===== src/design/lpeac_regs.vh =====
/*
  Constants for the leaf page entry access check: entry field positions,
  memory type codes, translation kinds, fault record field positions.
  Assumes inclusion by bare name from the design files.
*/
`ifndef LPEAC_REGS_VH
`define LPEAC_REGS_VH

// Leaf entry low bits
`define LPEAC_ENT_READ_BIT      0
`define LPEAC_ENT_WRITE_BIT     1
`define LPEAC_ENT_EXEC_BIT      2
`define LPEAC_ENT_EMT_LO        3
`define LPEAC_ENT_EMT_HI        5
`define LPEAC_ENT_OVR_BIT       6

// Extended memory type codes
`define LPEAC_MT_UC             3'h0
`define LPEAC_MT_WC             3'h1
`define LPEAC_MT_WT             3'h4
`define LPEAC_MT_WP             3'h5
`define LPEAC_MT_WB             3'h6

// Table mode and translation kind codes
`define LPEAC_TTM_LEGACY        2'h0
`define LPEAC_PASID_TRANSLATION_KIND_SECOND       3'h2
`define LPEAC_PASID_TRANSLATION_KIND_NESTED       3'h3

// Request kinds
`define LPEAC_REQ_READ          2'h0
`define LPEAC_REQ_WRITE         2'h1
`define LPEAC_REQ_ATOMIC        2'h2
`define LPEAC_REQ_EXEC          2'h3

// Fault record fields (within bits 127:124)
`define LPEAC_FR_TYPE_BIT       126
`define LPEAC_FR_AT_LO          124
`define LPEAC_FR_AT_HI          125

// Fault cause code for a permission denial
`define LPEAC_CAUSE_PERM        8'h05

`endif


===== src/design/lpeac_fault_hold.v =====
/*
  Holds the upper fault record nibble and cause code of the last fault.
  Assumes an active-low reset, asserted asynchronously and released in step with clk by the top.
*/
module lpeac_fault_hold (
  // Clock and reset
  input  wire       clk,
  input  wire       rst_sync_n,
  // Capture
  input  wire       cap_en,
  input  wire [3:0] cap_nibble,
  input  wire [7:0] cap_cause,
  // Held record
  output reg  [3:0] held_nibble,
  output reg  [7:0] held_cause
);

  always @(posedge clk or negedge rst_sync_n) begin
    if (!rst_sync_n) begin
      held_nibble <= 4'h0;
      held_cause  <= 8'h00;
    end else if (cap_en) begin
      held_nibble <= cap_nibble;
      held_cause  <= cap_cause;
    end
  end

endmodule


===== src/design/lpeac_check.v =====
/*
  Access check on the low bits of a second level leaf entry for a 4-KByte
  page, effective memory type selection, and the type and address-kind
  fields of the fault record.
  Assumes requests and configuration are synchronous to clk and stable
  while req_valid is high; one request is judged per cycle.
*/
// Contract
// Override bit honoured only under four conditions
// Override 0 uses attribute table, 1 excludes
// Memory type codes UC WC WT WP WB
// Memory type used only when enabled, scalable
// Execute denied when enforced and bit clear
// Write denied when write bit clear
// Read denied when read bit clear
// Zero-length read exempt when write/execute set
// Fault type bit: 0 write, 1 read/atomic
// Fault address kind copied, zero without TLB
// Denied access becomes non-recoverable fault record
`include "lpeac_regs.vh"

module lpeac_check #(
  parameter DEVICE_TLB_SUPPORT     = 1,
  parameter ZERO_LENGTH_READ_SUPPORT = 1
) (
  // Clock and reset
  input  wire         clk,
  input  wire         rst_n,
  // Configuration from the PASID entry and global state
  input  wire         extended_memtype_enable,
  input  wire [1:0]   table_mode_select,
  input  wire [2:0]   pasid_translation_kind,
  input  wire         second_level_execute_enforce,
  // Request
  input  wire         req_valid,
  input  wire [1:0]   req_kind,
  input  wire         req_zero_length,
  input  wire         req_coherent,
  input  wire [1:0]   req_addr_kind,
  input  wire [6:0]   second_level_leaf_entry,
  // Verdict
  output reg          resp_valid,
  output reg          resp_grant,
  output reg          resp_fault,
  output reg          resp_mt_valid,
  output reg  [2:0]   resp_mem_type,
  output reg          resp_mt_reserved,
  output reg          resp_use_attr_table,
  // Fault record fields
  output reg          fault_valid,
  output wire [127:124] fault_record_hi,
  output wire [7:0]   fault_cause_code
);

  ////////////////////////////////////////////////////////////////////////
  // Reset release
  reg rst_meta_reg;
  reg rst_sync_reg;

  always @(posedge clk or negedge rst_n) begin
    if (!rst_n) begin
      rst_meta_reg <= 1'b0;
      rst_sync_reg <= 1'b0;
    end else begin
      rst_meta_reg <= 1'b1;
      rst_sync_reg <= rst_meta_reg;
    end
  end

  ////////////////////////////////////////////////////////////////////////
  // Decode
  wire       bit_read   = second_level_leaf_entry[`LPEAC_ENT_READ_BIT];
  wire       bit_write  = second_level_leaf_entry[`LPEAC_ENT_WRITE_BIT];
  wire       bit_exec   = second_level_leaf_entry[`LPEAC_ENT_EXEC_BIT];
  wire [2:0] extended_memory_type =
    second_level_leaf_entry[`LPEAC_ENT_EMT_HI:`LPEAC_ENT_EMT_LO];
  wire       attribute_table_override = second_level_leaf_entry[`LPEAC_ENT_OVR_BIT];

  wire scalable = (table_mode_select != `LPEAC_TTM_LEGACY);
  wire nested   = (pasid_translation_kind == `LPEAC_PASID_TRANSLATION_KIND_NESTED);
  wire second   = (pasid_translation_kind == `LPEAC_PASID_TRANSLATION_KIND_SECOND);

  wire ovr_applies = extended_memtype_enable & scalable & nested & req_coherent;
  wire use_table   = ~(ovr_applies & attribute_table_override);
  wire mt_applies  = extended_memtype_enable & scalable & (second | nested)
                   & req_coherent;

  reg mt_rsvd;
  always @* begin
    case (extended_memory_type)
      `LPEAC_MT_UC,
      `LPEAC_MT_WC,
      `LPEAC_MT_WT,
      `LPEAC_MT_WP,
      `LPEAC_MT_WB: mt_rsvd = 1'b0;
      default:      mt_rsvd = 1'b1;
    endcase
  end

  ////////////////////////////////////////////////////////////////////////
  // Permission check
  wire zlr_exempt = (ZERO_LENGTH_READ_SUPPORT != 0) & req_zero_length
                  & (bit_write | bit_exec);

  reg deny;
  always @* begin
    case (req_kind)
      `LPEAC_REQ_READ:   deny = ~bit_read & ~zlr_exempt;
      `LPEAC_REQ_WRITE:  deny = ~bit_write;
      `LPEAC_REQ_ATOMIC: deny = ~bit_read | ~bit_write;
      `LPEAC_REQ_EXEC:   deny = (~bit_read & ~zlr_exempt)
                              | (second_level_execute_enforce & ~bit_exec);
      default:           deny = 1'b1;
    endcase
  end

  wire       is_write  = (req_kind == `LPEAC_REQ_WRITE);
  wire       type_bit  = ~is_write;
  wire [1:0] at_field  = (DEVICE_TLB_SUPPORT != 0) ? req_addr_kind : 2'h0;

  ////////////////////////////////////////////////////////////////////////
  // Registered verdict
  always @(posedge clk or negedge rst_sync_reg) begin
    if (!rst_sync_reg) begin
      resp_valid          <= 1'b0;
      resp_grant          <= 1'b0;
      resp_fault          <= 1'b0;
      resp_mt_valid       <= 1'b0;
      resp_mem_type       <= 3'h0;
      resp_mt_reserved    <= 1'b0;
      resp_use_attr_table <= 1'b1;
      fault_valid         <= 1'b0;
    end else begin
      resp_valid          <= req_valid;
      resp_grant          <= req_valid & ~deny;
      resp_fault          <= req_valid & deny;
      resp_mt_valid       <= req_valid & mt_applies;
      resp_mem_type       <= mt_applies ? extended_memory_type : 3'h0;
      resp_mt_reserved    <= req_valid & mt_applies & mt_rsvd;
      resp_use_attr_table <= use_table;
      fault_valid         <= req_valid & deny;
    end
  end

  wire [3:0] rec_nibble = {1'b0, type_bit, at_field[1:0]};

  lpeac_fault_hold u_hold (
    .clk         (clk),
    .rst_sync_n  (rst_sync_reg),
    .cap_en      (req_valid & deny),
    .cap_nibble  (rec_nibble),
    .cap_cause   (`LPEAC_CAUSE_PERM),
    .held_nibble (fault_record_hi),
    .held_cause  (fault_cause_code)
  );

endmodule


===== config.mk =====
export PLATFORM = sky130hd
export DESIGN_NAME = lpeac_check
export DESIGN_NICKNAME = d
export VERILOG_FILES = /design/src/design/lpeac_fault_hold.v /design/src/design/lpeac_check.v
export VERILOG_INCLUDE_DIRS = /design/src /design/src/design
export SDC_FILE = /design/constraint.sdc
export NUM_CORES = 1
export LEC_CHECK = 0
export ABC_AREA = 1
export BUFFER_PORTS_ARGS = -buffer_cell sky130_fd_sc_hd__buf_2
export CAP_MARGIN = 40
export CELL_PAD_IN_SITES_DETAIL_PLACEMENT = 1
export CELL_PAD_IN_SITES_GLOBAL_PLACEMENT = 2
export CORE_UTILIZATION = 22
export DETAILED_ROUTE_END_ITERATION = 12
export PLACE_DENSITY = 0.91
export SLEW_MARGIN = 5
export SYNTH_ARGS = -nofsm -noshare
export SYNTH_HDL_FRONTEND = slang
export SYNTH_SLANG_ARGS = --single-unit

===== constraint.sdc =====
create_clock -name clk -period 1.4 [get_ports clk]
set_clock_uncertainty 0.1 [all_clocks]
set_input_delay 0.07 -clock clk [delete_from_list [all_inputs] [get_ports clk]]
set_output_delay 0.07 -clock clk [all_outputs]
set_load 0.02 [all_outputs]

==> flow_summary_export.csv, run 1 <==
group,metric,value,unit
routing,route.detailed.drc,2,
final_layout,n_antenna_cell,0,
routing,num_vias,609,
placement,dp.cells,137,
pwr,p_leak,0.568,nW
final_layout,final_nets,143,
cts,cts-root-buf,"clkbuf_4",
critical_path,cp.arrival,1.35,ns
sta,hold_viol,0,
pwr,pwr-share-clk,0.273,
grt,grt_max_degree,14,
cts,cts_tree,"done",
critical_path,critical-path-top-delay-family,"buffers and inverters",
cts,h-tree-depth,1,
placement,dpl_cell_area,841,um^2
sta,rsz0062_at_grt,"false",
cts,clock_path_buffers,2,
routing,vias_per_cell,4.06,
critical_path,cpMostUsedCell,"dlygate4sd3_1",
grt,antenna_found_initial,0,
synthesis,yosys_warnings,0,
placement,hpwl,1230,um
sta,drv_slew,0,
synthesis,synth_cell_types,15,
die,fp.dieArea,3230,um^2
pwr,seqPwrFrac,0.518,
sta,period_share,0.881,
outcome,violations,"DRC",
die,die_w,56.9,um
critical_path,cp.buffers_inverters,3,
die,start_util,0.236,
synthesis,yosysTopAreaCell,"dfrtp_1",
critical_path,cpPeakStageDelay,0.57,ns
outcome,run_status,"finished, violations left",
cts,clock-sinks,15,
routing,dr.pass1.iters,7,
sta,setup_viol,0,
critical_path,reg2reg_slack,0.70,ns
critical_path,critical_path_class,"input port to register",
cts,cts.hold.buffers_added,9,
routing,drt-total-wl,1710,um
flow_run,maxCapViolCount,0,
critical_path,cp_slowest_cell,"dlygate4sd3_1",
synthesis,synthCells,72,
cts,cts-resized-gates,0,
synthesis,ys_seq_area_frac,0.569,
critical_path,cp_max_fo,1,
pwr,power_density,959,nW/um^2
final_layout,drive_above_1_share,0.403,
final_layout,final_cell_count_no_fill,150,
sta,fmax,811,MHz
pwr,internal-power,0.000641,W
cts,path_clk_slew,0.08,ns
final_layout,areaGrowthSynthToFinish,44.8,%
critical_path,cp_cell_sequence,"dlygate4sd3_1, buf_2, nand4_1, dlygate4sd3_1",
grt,grt_pass1_vias,638,
sta,worst_pin_slew,0.515,ns
placement,portBuffers,37,
die,core.rowCount,19,
synthesis,synth_area_per_cell,9.19,um^2
die,pin_count,45,
synthesis,synth_area,662,um^2
die,die-height,56.9,um
pwr,combPwrFrac,0.208,
sta,slew_headroom,0.657,
routing,drt_iter0_drc,3,
grt,grt_usage,0.118,
placement,gp_congestion,0.751,
final_layout,fin_area,958,um^2
critical_path,startpoint_type,"input port",
grt,grt-ovfl-total,0,
final_layout,reg.largest.list,"resp_mem_type: 3 flops, u_hold.held_nibble: 3 flops",
critical_path,endpoint_kind,"register",
synthesis,ys_top_cells_by_area,"dfrtp_1 (53%), buf_4 (10%), nand2_1 (7.4%)",
critical_path,required,1.52,ns
synthesis,synth_seq_cells,15,
pwr,vdd_drop_max,0.000290,V
sta,tns,0,ns
die,core_area,2810,um^2
grt,grt_pass1_wl,2710,um
synthesis,synth_top_area_share,0.529,
sta,period_needed,1.23,ns
worst_hold_path,hold_class,"input port to async pin",
cts,cts_buffers,3,
pwr,p_sw_frac,0.303,
cts,cts_setup_buffers,0,
routing,antenna_left,0,
routing,wire_per_inst,11.4,um
final_layout,post-route-util,0.342,
pwr,p_switching,0.000278,W
cts,clk_latency,0.28,ns
power groups by stage:
stage                     sequential [W]  combinational, W  clock, W
after floorplan                 0.000515         0.0000861         0
after global placement          0.000486          0.000169         0
after detailed placement        0.000486          0.000173         0
after CTS                       0.000478          0.000192  0.000256
after global routing            0.000481          0.000208  0.000277
final                           0.000476          0.000192  0.000251
cells by family (layout without fill, tap and decap cells):
family | after synthesis | after routing | share of synthesized area
DFF | 15 | 15 | 0.569
buffers and inverters | 21 | 62 | 0.170
AOI/OAI and AO/OA | 3 | 3 | 0.0284
and+or+nand+nor | 31 | 31 | 0.221
other | 2 | 8 | 0.0113
cells in the final DEF, fill, tap and decap left out, drive strengths merged:
cell type,synthesis,layout
inv,12,12
nor3b,1,1
a21oi,1,1
nand4,1,1
dfstp,1,1
conb,2,8
buf,9,37
clkinv,0,1
dlygate4sd3,0,9
dfrtp,14,14
nand2,18,18
nand3,4,4
clkbuf,0,3
nor2,6,6
o21ai,2,2
nor3,1,1
cell type report:
type	instances	area (um^2)
timing repair buffer	46	275
fill	361	1850
multi-input combinational	42	195
sequential	15	377
tap	31	38.8
clock inverter	1	5.00
clock buffer	3	22.5
inverter	12	45.0
synthesized netlist by cell type (all sizes together):
cell type and instances:
nand2 18, dfrtp 14, inv 12, buf 9
nor2 6, nand3 4, conb 2, o21ai 2
a21oi 1, dfstp 1, nand4 1, nor3 1
nor3b 1
worst paths after layout:
path                                            from                     to  cells past startpoint
setup / recovery           pasid_translation_kind[0]    resp_use_attr_table                      4
hold / removal                                 rst_n           rst_meta_reg                      2
setup reg to reg               u_hold.held_nibble[1]  u_hold.held_nibble[1]                      2
hold reg to reg                         rst_sync_reg  u_hold.held_nibble[0]                      0
max in group asynchronous               rst_sync_reg    resp_use_attr_table                      0
min in group clk                        req_coherent       resp_mem_type[1]                      3
metrics by stage:
| step | setup WS, ns | total power [W] | hold slack [ns] |
|---|---|---|---|
| 6_report | 0.167 | 0.000919 | 0.00351 |
| 5_1_grt | 0.154 | 0.000966 | 0.00840 |
| 4_1_cts | 0.193 | 0.000926 | 0.00311 |
| 3_5_place_dp | 0.355 | 0.000659 | -0.244 |
| 3_3_place_gp | 0.434 | 0.000655 | -0.245 |
| 2_1_floorplan | 0.601 | 0.000601 | -0.326 |
metal layers:
layer  up-vias  track usage  routed length, um
met1       288        0.103                574
met4         0        0.101                104
met2        20        0.204                926
met5         -            0                  0
li1        292            -                  -
met3         9       0.0507                103
(Power assumes the default switching activity.)
==> run 2: changes to the inputs <==
--- a/config.mk
+++ b/config.mk
@@ -9,7 +9,7 @@
 export ABC_AREA = 1
 export BUFFER_PORTS_ARGS = -buffer_cell sky130_fd_sc_hd__buf_2
 export CAP_MARGIN = 40
-export CELL_PAD_IN_SITES_DETAIL_PLACEMENT = 1
+export CELL_PAD_IN_SITES_DETAIL_PLACEMENT = 2
 export CELL_PAD_IN_SITES_GLOBAL_PLACEMENT = 2
 export CORE_UTILIZATION = 22
 export DETAILED_ROUTE_END_ITERATION = 12
==> constraint.sdc (replaced) <==
create_clock -name clk -period 1.4 [get_ports clk]
set_clock_uncertainty 0.1 [all_clocks]
set_input_delay 0.14 -clock clk [delete_from_list [all_inputs] [get_ports clk]]
set_output_delay 0.14 -clock clk [all_outputs]
set_load 0.02 [all_outputs]
==> run 2 against run 1 <==
Effect of this change: the flow still finishes with violations (DRC); utilization fell by 0.71 points; clock-buffer cell count did not move; register-to-register slack got worse by 0.05 ns; global-route usage rose by 2.4 points; hold slack improved by 0.016 ns; routed wire length rose by 23%; sequential power barely moved; flip-flop and latch count did not move; final cell count fell by 1.3%; critical endpoint unchanged; highest routed layer unchanged.
==> flow_summary_export.csv, run 2 (synthesis gave the netlist of run 1 again) <==
group,metric,value,unit
grt,grtUsageMet2,0.270,
outcome,violations,"DRC",
cts,cts_buffers,3,
placement,portBuffers,37,
critical_path,cp.arrival,1.43,ns
critical_path,startpoint_type,"input port",
cts,clk_latency,0.28,ns
final_layout,layout.cells.most_common_list,"buf_2 (37), dfrtp_1 (14), nand2_1 (13)",
worst_hold_path,hold_class,"input port to register",
cts,path_clk_slew,0.10,ns
die,core.rowCount,19,
routing,num_vias,596,
grt,met1_usage,0.153,
sta,setup_viol,0,
sta,hold_viol,0,
sta,period_needed,1.32,ns
placement,hpwl,1490,um
pwr,seqPwrFrac,0.517,
sta,fmax,756,MHz
final_layout,reg.largest.list,"resp_mem_type: 3 flops, u_hold.held_nibble: 3 flops",
final_layout,areaGrowthSynthToFinish,41.8,%
critical_path,required,1.51,ns
sta,finalHoldWorstSlack,0.0195,ns
final_layout,final_common_cell,"buf_2",
cts,cts_tree,"done",
pwr,power_density,989,nW/um^2
sta,tns,0,ns
flow_run,maxCapViolCount,0,
grt,grt_pass1_vias,689,
pwr,power.total,0.000928,W
cts,cts-root-buf,"clkbuf_4",
pwr,internal-power,0.000638,W
sta,rsz0062_at_grt,"false",
die,die-height,56.9,um
routing,vias_per_cell,4.03,
cts,clock_path_buffers,2,
sta,slew_headroom,0.642,
pwr,p_leak,0.560,nW
outcome,run_status,"finished, violations left",
routing,wire_per_inst,14.2,um
grt,grt-ovfl-total,0,
grt,top_usage_layer,"met2",
die,core_area,2810,um^2
routing,dr.pass1.iters,7,
cts,clock-sinks,15,
sta,period_share,0.944,
final_layout,final_nets,141,
sta,drv_slew,0,
die,die_w,56.9,um
die,pin_count,45,
grt,antenna_found_initial,0,
final_layout,post-route-util,0.335,
routing,route.detailed.drc,2,
routing,antenna_left,0,
critical_path,endpoint_kind,"register",
cts,cts_setup_buffers,0,
grt,grt.met3_usage,0.0346,
grt,grt_usage,0.142,
placement,gp_congestion,0.751,
routing,drt-total-wl,2100,um
pwr,p_sw_frac,0.313,
die,start_util,0.236,
grt,grt_max_degree,14,
pwr,vdd_drop_max,0.000271,V
die,fp.dieArea,3230,um^2
pwr,p_switching,0.000290,W
critical_path,critical_path_class,"input port to register",
cts,h-tree-depth,1,
critical_path,cp_max_fo,1,
final_layout,drive_above_1_share,0.410,
routing,drt_iter0_drc,16,
pwr,pwr-share-clk,0.272,
final_layout,n_antenna_cell,0,
pwr,combPwrFrac,0.212,
sta,worst_pin_slew,0.536,ns
grt,grt_pass1_wl,3330,um
==> run 2: cell count changes in the layout (fill, tap and decap cells not counted) <==
cell           delta
dlygate4sd3_1     -2
==> run 2: worst paths after layout <==
path | from | end | slack [ns] | cells after the start
setup reg to reg | u_hold.held_nibble[2] | u_hold.held_nibble[2] | 0.65 | 2
hold reg to reg | rst_sync_reg | u_hold.held_nibble[0] | 0.10 | 0
hold / removal | second_level_leaf_entry[5] | resp_mem_type[2] | 0.02 | 3
max in group asynchronous | rst_sync_reg | resp_use_attr_table | 0.71 | 0
setup / recovery | pasid_translation_kind[0] | resp_use_attr_table | 0.08 | 4
min in group asynchronous | rst_sync_reg | u_hold.held_nibble[0] | 0.10 | 0
==> run 2: final cells by class <==
class	instances	area (um^2)
clock buffer	3	22.5
clock inverter	1	5.00
fill	334	1870
inverter	12	45.0
multi-input combinational	42	195
sequential	15	377
tap	31	38.8
timing repair buffer	44	255
==> run 2: power groups by stage <==
| stage | Sequential (W) | Clock (W) | Combinational (W) |
|---|---|---|---|
| 6_report | 0.000479 | 0.000252 | 0.000196 |
| 5_1_grt | 0.000484 | 0.000282 | 0.000212 |
| 4_1_cts | 0.000480 | 0.000254 | 0.000194 |
| 3_5_place_dp | 0.000487 | 0 | 0.000178 |
| 3_3_place_gp | 0.000486 | 0 | 0.000169 |
| 2_1_floorplan | 0.000515 | 0 | 0.0000861 |
==> run 2: critical path, stage by stage <==
cell,delay (ns)
dlygate4sd3_1,0.53
buf_2,0.11
nand4_1,0.08
dlygate4sd3_1,0.58
==> run 2: what timing repair did <==
action	CTS	global route
hold buffers	7	0
gates resized for setup	0	0
endpoints found under the hold margin	7	0
==> run 2: stage by stage <==
stage               setup WS [ns]  instances  cell area (um^2)
global placement            0.364        137               841
floorplan                   0.531         78               684
CTS                        0.0963        148               938
global route               0.0386        148               938
detailed placement          0.277        137               841
finish                     0.0778        148               938
==> run 2: layer usage <==
| metal | wire length, um | vias to the layer above |
|---|---|---|
| li1 | - | 287 |
| met5 | 0 | - |
| met3 | 78 | 2 |
| met1 | 770 | 290 |
| met2 | 1230 | 17 |
| met4 | 20 | 0 |
